### src/gsfl_pkg.sv
// Purpose: constants and types for the navigation serial link and fuel data port
// Assumes: single 125 MHz clock, synchronous active-high reset
// Notes: bit-period counts are defaults for the top-level parameters
// Functional notes
// - The navigation input takes 8N1 characters at 1200, 4800 or 9600 baud, set by the format.
// - The incoming format is found automatically, with no selection and regardless of the code.
// - Aviation format needs first id byte A,B,C,D,E,I or L and accepts CR LF or CR alone.
// - The fuel data output sends 8N1 characters at a fixed 9600 baud.
// - Detected marine or binary navigation input forces fuel output off.
// - With no incoming characters, required, reserve and economy are hidden with no message.
// - With characters but no lock, the no-communication message shows and all three hide.
// - With insufficient signal reported, the no-signal message shows and all three hide.
// - With valid data but no waypoint, no-waypoint shows and only required and reserve hide.
package gsfl_pkg;
  localparam int unsigned CLK_HZ = 125_000_000;
  localparam int unsigned BAUD_AVN = 9600;
  localparam int unsigned BAUD_NMEA = 4800;
  localparam int unsigned BAUD_BIN = 1200;
  localparam int unsigned BAUD_TX = 9600;
  localparam int unsigned BIT_CYC_AVN = CLK_HZ / BAUD_AVN;
  localparam int unsigned BIT_CYC_NMEA = CLK_HZ / BAUD_NMEA;
  localparam int unsigned BIT_CYC_BIN = CLK_HZ / BAUD_BIN;
  localparam int unsigned BIT_CYC_TX = CLK_HZ / BAUD_TX;
  localparam int unsigned SILENCE_MS = 1000;
  localparam int unsigned SILENCE_CYC = (CLK_HZ / 1000) * SILENCE_MS;
  localparam int unsigned CNT_W = 27;
  localparam int unsigned HUNT_CHARS = 16;
  localparam int unsigned LOCK_CHARS_BIN = 8;

  localparam logic [7:0] CHR_CR = 8'h0d;
  localparam logic [7:0] CHR_LF = 8'h0a;
  localparam logic [7:0] CHR_DOLLAR = 8'h24;
  localparam logic [7:0] CHR_ID_A = 8'h41;
  localparam logic [7:0] CHR_ID_B = 8'h42;
  localparam logic [7:0] CHR_ID_C = 8'h43;
  localparam logic [7:0] CHR_ID_D = 8'h44;
  localparam logic [7:0] CHR_ID_E = 8'h45;
  localparam logic [7:0] CHR_ID_I = 8'h49;
  localparam logic [7:0] CHR_ID_L = 8'h4c;

  localparam logic [3:0] FOC_OFF = 4'h0;
  localparam logic [3:0] FOC_FMT1 = 4'h1;
  localparam logic [3:0] FOC_FMT2_WPT = 4'h2;
  localparam logic [3:0] FOC_FMT3 = 4'h3;
  localparam logic [3:0] FOC_FMT4 = 4'h4;
  localparam logic [3:0] FOC_UNUSED = 4'h5;
  localparam logic [3:0] FOC_FMT5_WPT = 4'h6;
  localparam logic [3:0] FOC_FMT5_DST = 4'h7;
  localparam logic [3:0] FOC_FMT2_DST = 4'h8;

  typedef enum logic [1:0] {GSFL_FMT_AVN, GSFL_FMT_NMEA, GSFL_FMT_BIN} gsfl_fmt_e;
  typedef enum logic [1:0] {GSFL_MSG_NONE, GSFL_MSG_NO_COM, GSFL_MSG_NO_SIG,
                            GSFL_MSG_NO_WAYPOINT_MSG} gsfl_msg_e;
  typedef enum logic [2:0] {GSFL_TXF_OFF, GSFL_TXF_1, GSFL_TXF_2, GSFL_TXF_3, GSFL_TXF_4,
                            GSFL_TXF_5} gsfl_txf_e;
endpackage

### src/gsfl_top.sv
// Purpose: navigation receive with automatic format detection, fuel data transmit
// Assumes: NAV_RXD is an asynchronous pin; SIG_VALID and WAYPOINT_SET come from
//   the sentence decoder on CLK
// Notes: fuel bytes are accepted and dropped while output is disabled
`timescale 1ns/1ps
`default_nettype none
module gsfl_top #(
  parameter int unsigned BIT_CYC_AVN = gsfl_pkg::BIT_CYC_AVN,
  parameter int unsigned BIT_CYC_NMEA = gsfl_pkg::BIT_CYC_NMEA,
  parameter int unsigned BIT_CYC_BIN = gsfl_pkg::BIT_CYC_BIN,
  parameter int unsigned BIT_CYC_TX = gsfl_pkg::BIT_CYC_TX,
  parameter int unsigned SILENCE_CYC = gsfl_pkg::SILENCE_CYC
) (
  input wire logic CLK,
  input wire logic RESET,
  input wire logic NAV_RXD,
  input wire logic [3:0] FUEL_OUTPUT_FORMAT_CODE,
  input wire logic SIG_VALID,
  input wire logic WAYPOINT_SET,
  input wire logic [7:0] TX_DATA,
  input wire logic TX_VALID,
  output logic TX_READY,
  output logic FUEL_TXD,
  output logic [7:0] RX_DATA,
  output logic RX_VALID,
  output logic FORMAT_LOCKED,
  output gsfl_pkg::gsfl_fmt_e DETECTED_FORMAT,
  output gsfl_pkg::gsfl_txf_e TX_FORMAT,
  output logic TX_TO_DEST,
  output gsfl_pkg::gsfl_msg_e MESSAGE,
  output logic SHOW_FUEL_REQUIRED,
  output logic SHOW_FUEL_RESERVE_PARAM,
  output logic SHOW_FUEL_ECONOMY_PARAM
);
  import gsfl_pkg::*;

  typedef enum logic [1:0] {RX_IDLE, RX_START, RX_DATA_S, RX_STOP} gsfl_rx_e;

  logic rx_meta, rx_s, rx_prev;
  gsfl_rx_e rx_state;
  logic [CNT_W-1:0] rx_cnt, bit_cyc;
  logic [2:0] rx_bit;
  logic [7:0] rx_shift;
  logic char_done, frame_ok;
  logic [7:0] char_byte;
  gsfl_fmt_e cand;
  logic locked, active, cr_seen;
  logic [4:0] hunt_cnt;
  logic [CNT_W-1:0] quiet_cnt;
  logic id_ok;
  logic tx_en;
  logic [9:0] tx_shift;
  logic [3:0] tx_left;
  logic [CNT_W-1:0] tx_cnt;

  // Two flops before any logic looks at the pin
  always_ff @(posedge CLK) begin
    if (RESET) begin
      rx_meta <= 1'b1;
      rx_s <= 1'b1;
      rx_prev <= 1'b1;
    end else begin
      rx_meta <= NAV_RXD;
      rx_s <= rx_meta;
      rx_prev <= rx_s;
    end
  end

  // Bit period follows the candidate under test
  always_comb begin
    unique case (cand)
      GSFL_FMT_AVN: bit_cyc = CNT_W'(BIT_CYC_AVN);
      GSFL_FMT_NMEA: bit_cyc = CNT_W'(BIT_CYC_NMEA);
      default: bit_cyc = CNT_W'(BIT_CYC_BIN);
    endcase
  end

  // 8N1 receiver, sampled mid-bit
  always_ff @(posedge CLK) begin
    if (RESET) begin
      rx_state <= RX_IDLE;
      rx_cnt <= '0;
      rx_bit <= '0;
      rx_shift <= '0;
      char_done <= 1'b0;
      frame_ok <= 1'b0;
      char_byte <= '0;
    end else begin
      char_done <= 1'b0;
      if (rx_state != RX_IDLE && rx_cnt != '0) begin
        rx_cnt <= rx_cnt - 1'b1;
      end else begin
        unique case (rx_state)
          RX_IDLE: begin
            if (rx_prev && !rx_s) begin
              rx_state <= RX_START;
              rx_cnt <= bit_cyc >> 1;
            end
          end
          RX_START: begin
            // Glitch shorter than half a bit is dropped
            rx_state <= rx_s ? RX_IDLE : RX_DATA_S;
            rx_cnt <= bit_cyc - 1'b1;
            rx_bit <= '0;
          end
          RX_DATA_S: begin
            rx_shift <= {rx_s, rx_shift[7:1]};
            rx_cnt <= bit_cyc - 1'b1;
            rx_bit <= rx_bit + 1'b1;
            if (rx_bit == 3'h7) begin
              rx_state <= RX_STOP;
            end
          end
          RX_STOP: begin
            rx_state <= RX_IDLE;
            char_done <= 1'b1;
            frame_ok <= rx_s;
            char_byte <= rx_shift;
          end
        endcase
      end
    end
  end

  assign id_ok = (char_byte == CHR_ID_A) || (char_byte == CHR_ID_B) ||
                 (char_byte == CHR_ID_C) || (char_byte == CHR_ID_D) ||
                 (char_byte == CHR_ID_E) || (char_byte == CHR_ID_I) ||
                 (char_byte == CHR_ID_L);

  // Line activity: any start edge counts, silence clears it and the lock
  always_ff @(posedge CLK) begin
    if (RESET) begin
      quiet_cnt <= '0;
      active <= 1'b0;
    end else if (rx_prev && !rx_s) begin
      quiet_cnt <= '0;
      active <= 1'b1;
    end else if (quiet_cnt >= CNT_W'(SILENCE_CYC - 1)) begin
      active <= 1'b0;
    end else begin
      quiet_cnt <= quiet_cnt + 1'b1;
    end
  end

  // Format hunt: no user input involved, only the line itself
  always_ff @(posedge CLK) begin
    if (RESET) begin
      cand <= GSFL_FMT_AVN;
      locked <= 1'b0;
      hunt_cnt <= '0;
      cr_seen <= 1'b0;
    end else if (!active) begin
      locked <= 1'b0;
      hunt_cnt <= '0;
      cr_seen <= 1'b0;
    end else if (char_done && !locked) begin
      if (!frame_ok || hunt_cnt == 5'(HUNT_CHARS - 1)) begin
        // Wrong rate or no structure seen: try the next rate
        cand <= (cand == GSFL_FMT_BIN) ? GSFL_FMT_AVN : gsfl_fmt_e'(cand + 2'h1);
        hunt_cnt <= '0;
        cr_seen <= 1'b0;
      end else begin
        hunt_cnt <= hunt_cnt + 1'b1;
        unique case (cand)
          GSFL_FMT_AVN: begin
            // LF after CR keeps the terminator open, so CR alone also works
            cr_seen <= (char_byte == CHR_CR) || (cr_seen && char_byte == CHR_LF);
            if (cr_seen && id_ok) begin
              locked <= 1'b1;
            end
          end
          GSFL_FMT_NMEA: begin
            if (char_byte == CHR_DOLLAR) begin
              locked <= 1'b1;
            end
          end
          default: begin
            // Binary has no text marker; rely on a clean run of frames
            if (hunt_cnt == 5'(LOCK_CHARS_BIN - 1)) begin
              locked <= 1'b1;
            end
          end
        endcase
      end
    end
  end

  always_ff @(posedge CLK) begin
    if (RESET) begin
      RX_DATA <= '0;
      RX_VALID <= 1'b0;
    end else begin
      RX_VALID <= char_done && frame_ok && locked;
      if (char_done) begin
        RX_DATA <= char_byte;
      end
    end
  end

  // Drops in the cycle the line goes quiet, not one cycle after
  assign FORMAT_LOCKED = locked && active;
  assign DETECTED_FORMAT = cand;

  // Code to transmit format
  always_ff @(posedge CLK) begin
    if (RESET) begin
      TX_FORMAT <= GSFL_TXF_OFF;
      TX_TO_DEST <= 1'b0;
    end else begin
      TX_TO_DEST <= (FUEL_OUTPUT_FORMAT_CODE == FOC_FMT2_DST) ||
                    (FUEL_OUTPUT_FORMAT_CODE == FOC_FMT5_DST);
      if (locked && (cand == GSFL_FMT_NMEA || cand == GSFL_FMT_BIN)) begin
        TX_FORMAT <= GSFL_TXF_OFF;
      end else begin
        unique case (FUEL_OUTPUT_FORMAT_CODE)
          FOC_FMT1: TX_FORMAT <= GSFL_TXF_1;
          FOC_FMT2_WPT, FOC_FMT2_DST: TX_FORMAT <= GSFL_TXF_2;
          FOC_FMT3: TX_FORMAT <= GSFL_TXF_3;
          FOC_FMT4: TX_FORMAT <= GSFL_TXF_4;
          FOC_FMT5_WPT, FOC_FMT5_DST: TX_FORMAT <= GSFL_TXF_5;
          default: TX_FORMAT <= GSFL_TXF_OFF;
        endcase
      end
    end
  end

  assign tx_en = (TX_FORMAT != GSFL_TXF_OFF);
  assign TX_READY = (tx_left == '0);

  // 8N1 transmitter at the fixed rate; bytes offered while off are dropped
  always_ff @(posedge CLK) begin
    if (RESET) begin
      tx_shift <= '1;
      tx_left <= '0;
      tx_cnt <= '0;
      FUEL_TXD <= 1'b1;
    end else if (tx_left == '0) begin
      FUEL_TXD <= 1'b1;
      if (TX_VALID && tx_en) begin
        tx_shift <= {1'b1, TX_DATA, 1'b0};
        // Ten bits plus one idle slot, so the stop bit runs a full period
        tx_left <= 4'hb;
        tx_cnt <= '0;
      end
    end else if (tx_cnt == '0) begin
      FUEL_TXD <= tx_shift[0];
      tx_shift <= {1'b1, tx_shift[9:1]};
      tx_left <= tx_left - 1'b1;
      tx_cnt <= CNT_W'(BIT_CYC_TX - 1);
    end else begin
      tx_cnt <= tx_cnt - 1'b1;
    end
  end

  // Display scan and diagnostic message
  always_ff @(posedge CLK) begin
    if (RESET) begin
      MESSAGE <= GSFL_MSG_NONE;
      SHOW_FUEL_REQUIRED <= 1'b0;
      SHOW_FUEL_RESERVE_PARAM <= 1'b0;
      SHOW_FUEL_ECONOMY_PARAM <= 1'b0;
    end else if (!active) begin
      MESSAGE <= GSFL_MSG_NONE;
      SHOW_FUEL_REQUIRED <= 1'b0;
      SHOW_FUEL_RESERVE_PARAM <= 1'b0;
      SHOW_FUEL_ECONOMY_PARAM <= 1'b0;
    end else if (!locked) begin
      MESSAGE <= GSFL_MSG_NO_COM;
      SHOW_FUEL_REQUIRED <= 1'b0;
      SHOW_FUEL_RESERVE_PARAM <= 1'b0;
      SHOW_FUEL_ECONOMY_PARAM <= 1'b0;
    end else if (!SIG_VALID) begin
      MESSAGE <= GSFL_MSG_NO_SIG;
      SHOW_FUEL_REQUIRED <= 1'b0;
      SHOW_FUEL_RESERVE_PARAM <= 1'b0;
      SHOW_FUEL_ECONOMY_PARAM <= 1'b0;
    end else if (!WAYPOINT_SET) begin
      MESSAGE <= GSFL_MSG_NO_WAYPOINT_MSG;
      SHOW_FUEL_REQUIRED <= 1'b0;
      SHOW_FUEL_RESERVE_PARAM <= 1'b0;
      SHOW_FUEL_ECONOMY_PARAM <= 1'b1;
    end else begin
      MESSAGE <= GSFL_MSG_NONE;
      SHOW_FUEL_REQUIRED <= 1'b1;
      SHOW_FUEL_RESERVE_PARAM <= 1'b1;
      SHOW_FUEL_ECONOMY_PARAM <= 1'b1;
    end
  end
endmodule // gsfl_top
`default_nettype wire

### config.mk
export PLATFORM = sky130hd
export DESIGN_NAME = gsfl_top
export DESIGN_NICKNAME = d
export VERILOG_FILES = /design/src/gsfl_pkg.sv /design/src/gsfl_top.sv
export SDC_FILE = /design/constraint.sdc
export NUM_CORES = 1
export LEC_CHECK = 0
export BUFFER_PORTS_ARGS = -buffer_cell sky130_fd_sc_hd__buf_2
export CAP_MARGIN = 30
export CORE_AREA = 2 2 134 103
export CTS_CLUSTER_DIAMETER = 30
export DETAILED_ROUTE_END_ITERATION = 10
export DIE_AREA = 0 0 136 105
export PLACE_DENSITY = 0.78
export SKIP_LAST_GASP = 1
export SLEW_MARGIN = 20
export SYNTH_ARGS = -nofsm -noshare
export SYNTH_HDL_FRONTEND = slang
export SYNTH_SLANG_ARGS = --single-unit
### constraint.sdc
create_clock -name CLK -period 3 [get_ports CLK]
set_input_delay 0.3 -clock CLK [delete_from_list [all_inputs] [get_ports CLK]]
set_output_delay 0.3 -clock CLK [all_outputs]
set_load 0.005 [all_outputs]
==> flow_summary.yaml <==
status:
  status: "complete, no violations"
die:
  die_width_microns: 136
  io_pins: 41
  die_height_microns: 105
  core_sq_um: 12880
  initial_core_util_pct: 59.57
  dieArea_sq_um: 14280
  rows: 36
detailed_routing:
  wirelength_mm: 19.75
  dr_total_vias: 7447
  via_per_inst: 6.448
  wire_per_inst_microns: 17.10
  drt_pass1_iterations: 5
  antenna_left: 0
  drc: 0
  drt_iter0_drc: 879
final_layout:
  layout-drive-gt1-share_pct: 13.21
  final_cells: 1155
  nNetsFinal: 1008
  finalInstanceArea_sq_um: 8677
  final_util_pct: 67.36
  layout_common_cells: "dfxtp_1, a21oi_1, o21ai_0"
  final_common_cell: "dfxtp_1"
  num_antenna_cells: 0
  syn_to_final_growth_pct: 13.08
  num-fill-cells: 1106
global_route:
  grt_remaining_overflow: 0
  grt_max_degree: 66
  track_usage_pct: 27.99
  grt_antenna_before_repair: 0
  grt_pass1_wl_mm: 32.94
  grt_pass1_vias: 6543
worst_setup_path:
  arrival_ns: 2.99
  worst_setup_path_end_kind: "register"
  critPathLaunchType: "register"
  worst_ep_required_time_ns: 3.31
  critPathKind: "reg2reg"
  worstPathMaxFanout: 14
min_path:
  hold_class: "in2reg"
clock_network:
  path_clk_slew_ns: 0.07
  clock-sinks: 148
  h-tree-depth: 4
  holdBufCountCts: 0
  cts_max_path_buffers: 2
  insertion_delay_ns: 0.42
  post-cts-setup-buffers: 0
  cts-resized-gates: 0
  tritoncts: "built"
  cts_buffers: 17
  clock-root-buffer: "clkbuf_16"
sta:
  setup_violations: 0
  post-route-period-util_pct: 89.31
  fin_hold_ws_ns: 0.05788
  slew_headroom_pct: 34.74
  fin_ws_ns: 0.3208
  fin_crit_ns: 2.679
  hold_viol_final: 0
  report.final.slew_viol_count: 0
  finClkSkew_ns: 0.01433
  grt_setup_unrepaired: "no"
  fin_tns_setup_ns: 0
  worst_slew_pin_slew_ns: 0.9730
  fmax_mhz: 373.2
synth:
  async_reset_ff_share_pct: 0
  synth_ff_type: "dfxtp_1"
  synth_area_sq_um: 7674
  ys_warn_count: 0
  synth_edf_count: 0
  ys_ff_latch: 148
  syn_inst: 938
  synth_cell_types: 71
  ys_seq_area_share_pct: 38.61
  synth_area_per_cell_sq_um: 8.181
  mappedNetlistNets: 975
placed_design:
  gp_congestion: 0.9632
  post-place-cells: 1122
  portBuffers: 40
  pre_cts_ws_ns: 0.3510
  dpl.hpwl_mm: 13.19
  post_dp_cell_area_sq_um: 8107
flow_run:
  maxCapViolations: 0
pwr:
  p_leak_nw: 3.192
  power_mw: 7.497
  ir_drop_mv: 0.4473
  p_per_area_nw_per_um2: 864.0
==> state kept, by name, indices dropped and copies added (netlist names), 2 cells and up, named ones only <==
register,flops
hunt_cnt,5
RX_DATA,8
rx_shift,8
tx_cnt,27
tx_left,4
rx_bit,3
DETECTED_FORMAT,2
quiet_cnt,27
rx_cnt,27
TX_FORMAT,3
tx_shift,9
char_byte,8
MESSAGE,2
==> cell type report <==
class	count	area (sq um)	share of cell area [%]
flip-flops and latches	148	2963	34.15
multi-input cells	703	4379	50.47
clock buffers	17	425.4	4.903
well taps	171	214.0	2.466
inverters	30	112.6	1.298
repair buffers	71	445.4	5.133
clock inverters	15	137.6	1.586
==> Yosys cell counts, types with 6 or more instances <==
library cell | count | area [sq um]
and3_1 | 11 | 68.82
o311ai_0 | 6 | 52.55
a31oi_1 | 17 | 106.4
or4_1 | 20 | 150.1
o211ai_1 | 6 | 45.04
buf_2 | 7 | 35.03
clkbuf_1 | 44 | 165.2
nand2b_1 | 21 | 131.4
ha_1 | 19 | 237.7
a211oi_1 | 10 | 75.07
dfxtp_1 | 148 | 2963
or2_2 | 7 | 43.79
nand2_1 | 65 | 244.0
o21ai_0 | 70 | 350.3
or3_1 | 13 | 81.33
nand3b_1 | 6 | 45.04
nor2_1 | 63 | 236.5
o31ai_1 | 19 | 142.6
and2_1 | 8 | 50.05
nor4_1 | 34 | 212.7
mux2i_1 | 29 | 290.3
nand4_1 | 18 | 112.6
nand3_1 | 52 | 260.3
inv_1 | 30 | 112.6
nor4b_1 | 8 | 70.07
a21o_1 | 6 | 45.04
a21oi_1 | 79 | 395.4
mux2_2 | 9 | 101.4
nor3_1 | 32 | 160.2
==> critical path, stage by stage, from the launching register on <==
cell and delay [ns]:
dfxtp_1 0.36, or4_1 0.66, or4_4 0.57, o31ai_4 0.56, o21ai_0 0.19, a32o_1 0.23
==> worst paths after layout <==
check	from	to	slack, ns	cells after the start
worst max register to register	tx_cnt[18]	tx_cnt[8]	0.32	5
worst min register to register	rx_meta	rx_s	0.41	1
worst min-delay path	NAV_RXD	rx_meta	0.06	2
worst max-delay path	tx_cnt[18]	tx_cnt[8]	0.32	5
==> metal layers <==
layer / vias to the layer above / GRT usage [%] / part of all wire (%)
li1: 3605 / - / -
met1: 3518 / 42.39 / 48
met2: 291 / 39.34 / 44
met3: 33 / 5.774 / 7.1
met4: 0 / 8.705 / 1.2
met5: - / 0 / 0
==> where the power goes <==
| group | switching (mW) | leakage, nW | internal (mW) |
|---|---|---|---|
| Clock | 0.931 | 0.270 | 1.10 |
| Sequential | 0.257 | 1.20 | 2.20 |
| Combinational | 1.91 | 1.72 | 1.10 |
==> cells by family after synthesis <==
logic type	count (synthesis)	synth area share, %
AND/OR/NAND/NOR	379	26.82
AO/OA/AOI/OAI	265	21.62
flip-flops	148	38.61
buffers and inverters	87	4.517
multiplexers	38	5.104
adder cells (fa/ha/maj)	19	3.098
XOR/XNOR	2	0.2283
(Power assumes the default switching activity.)
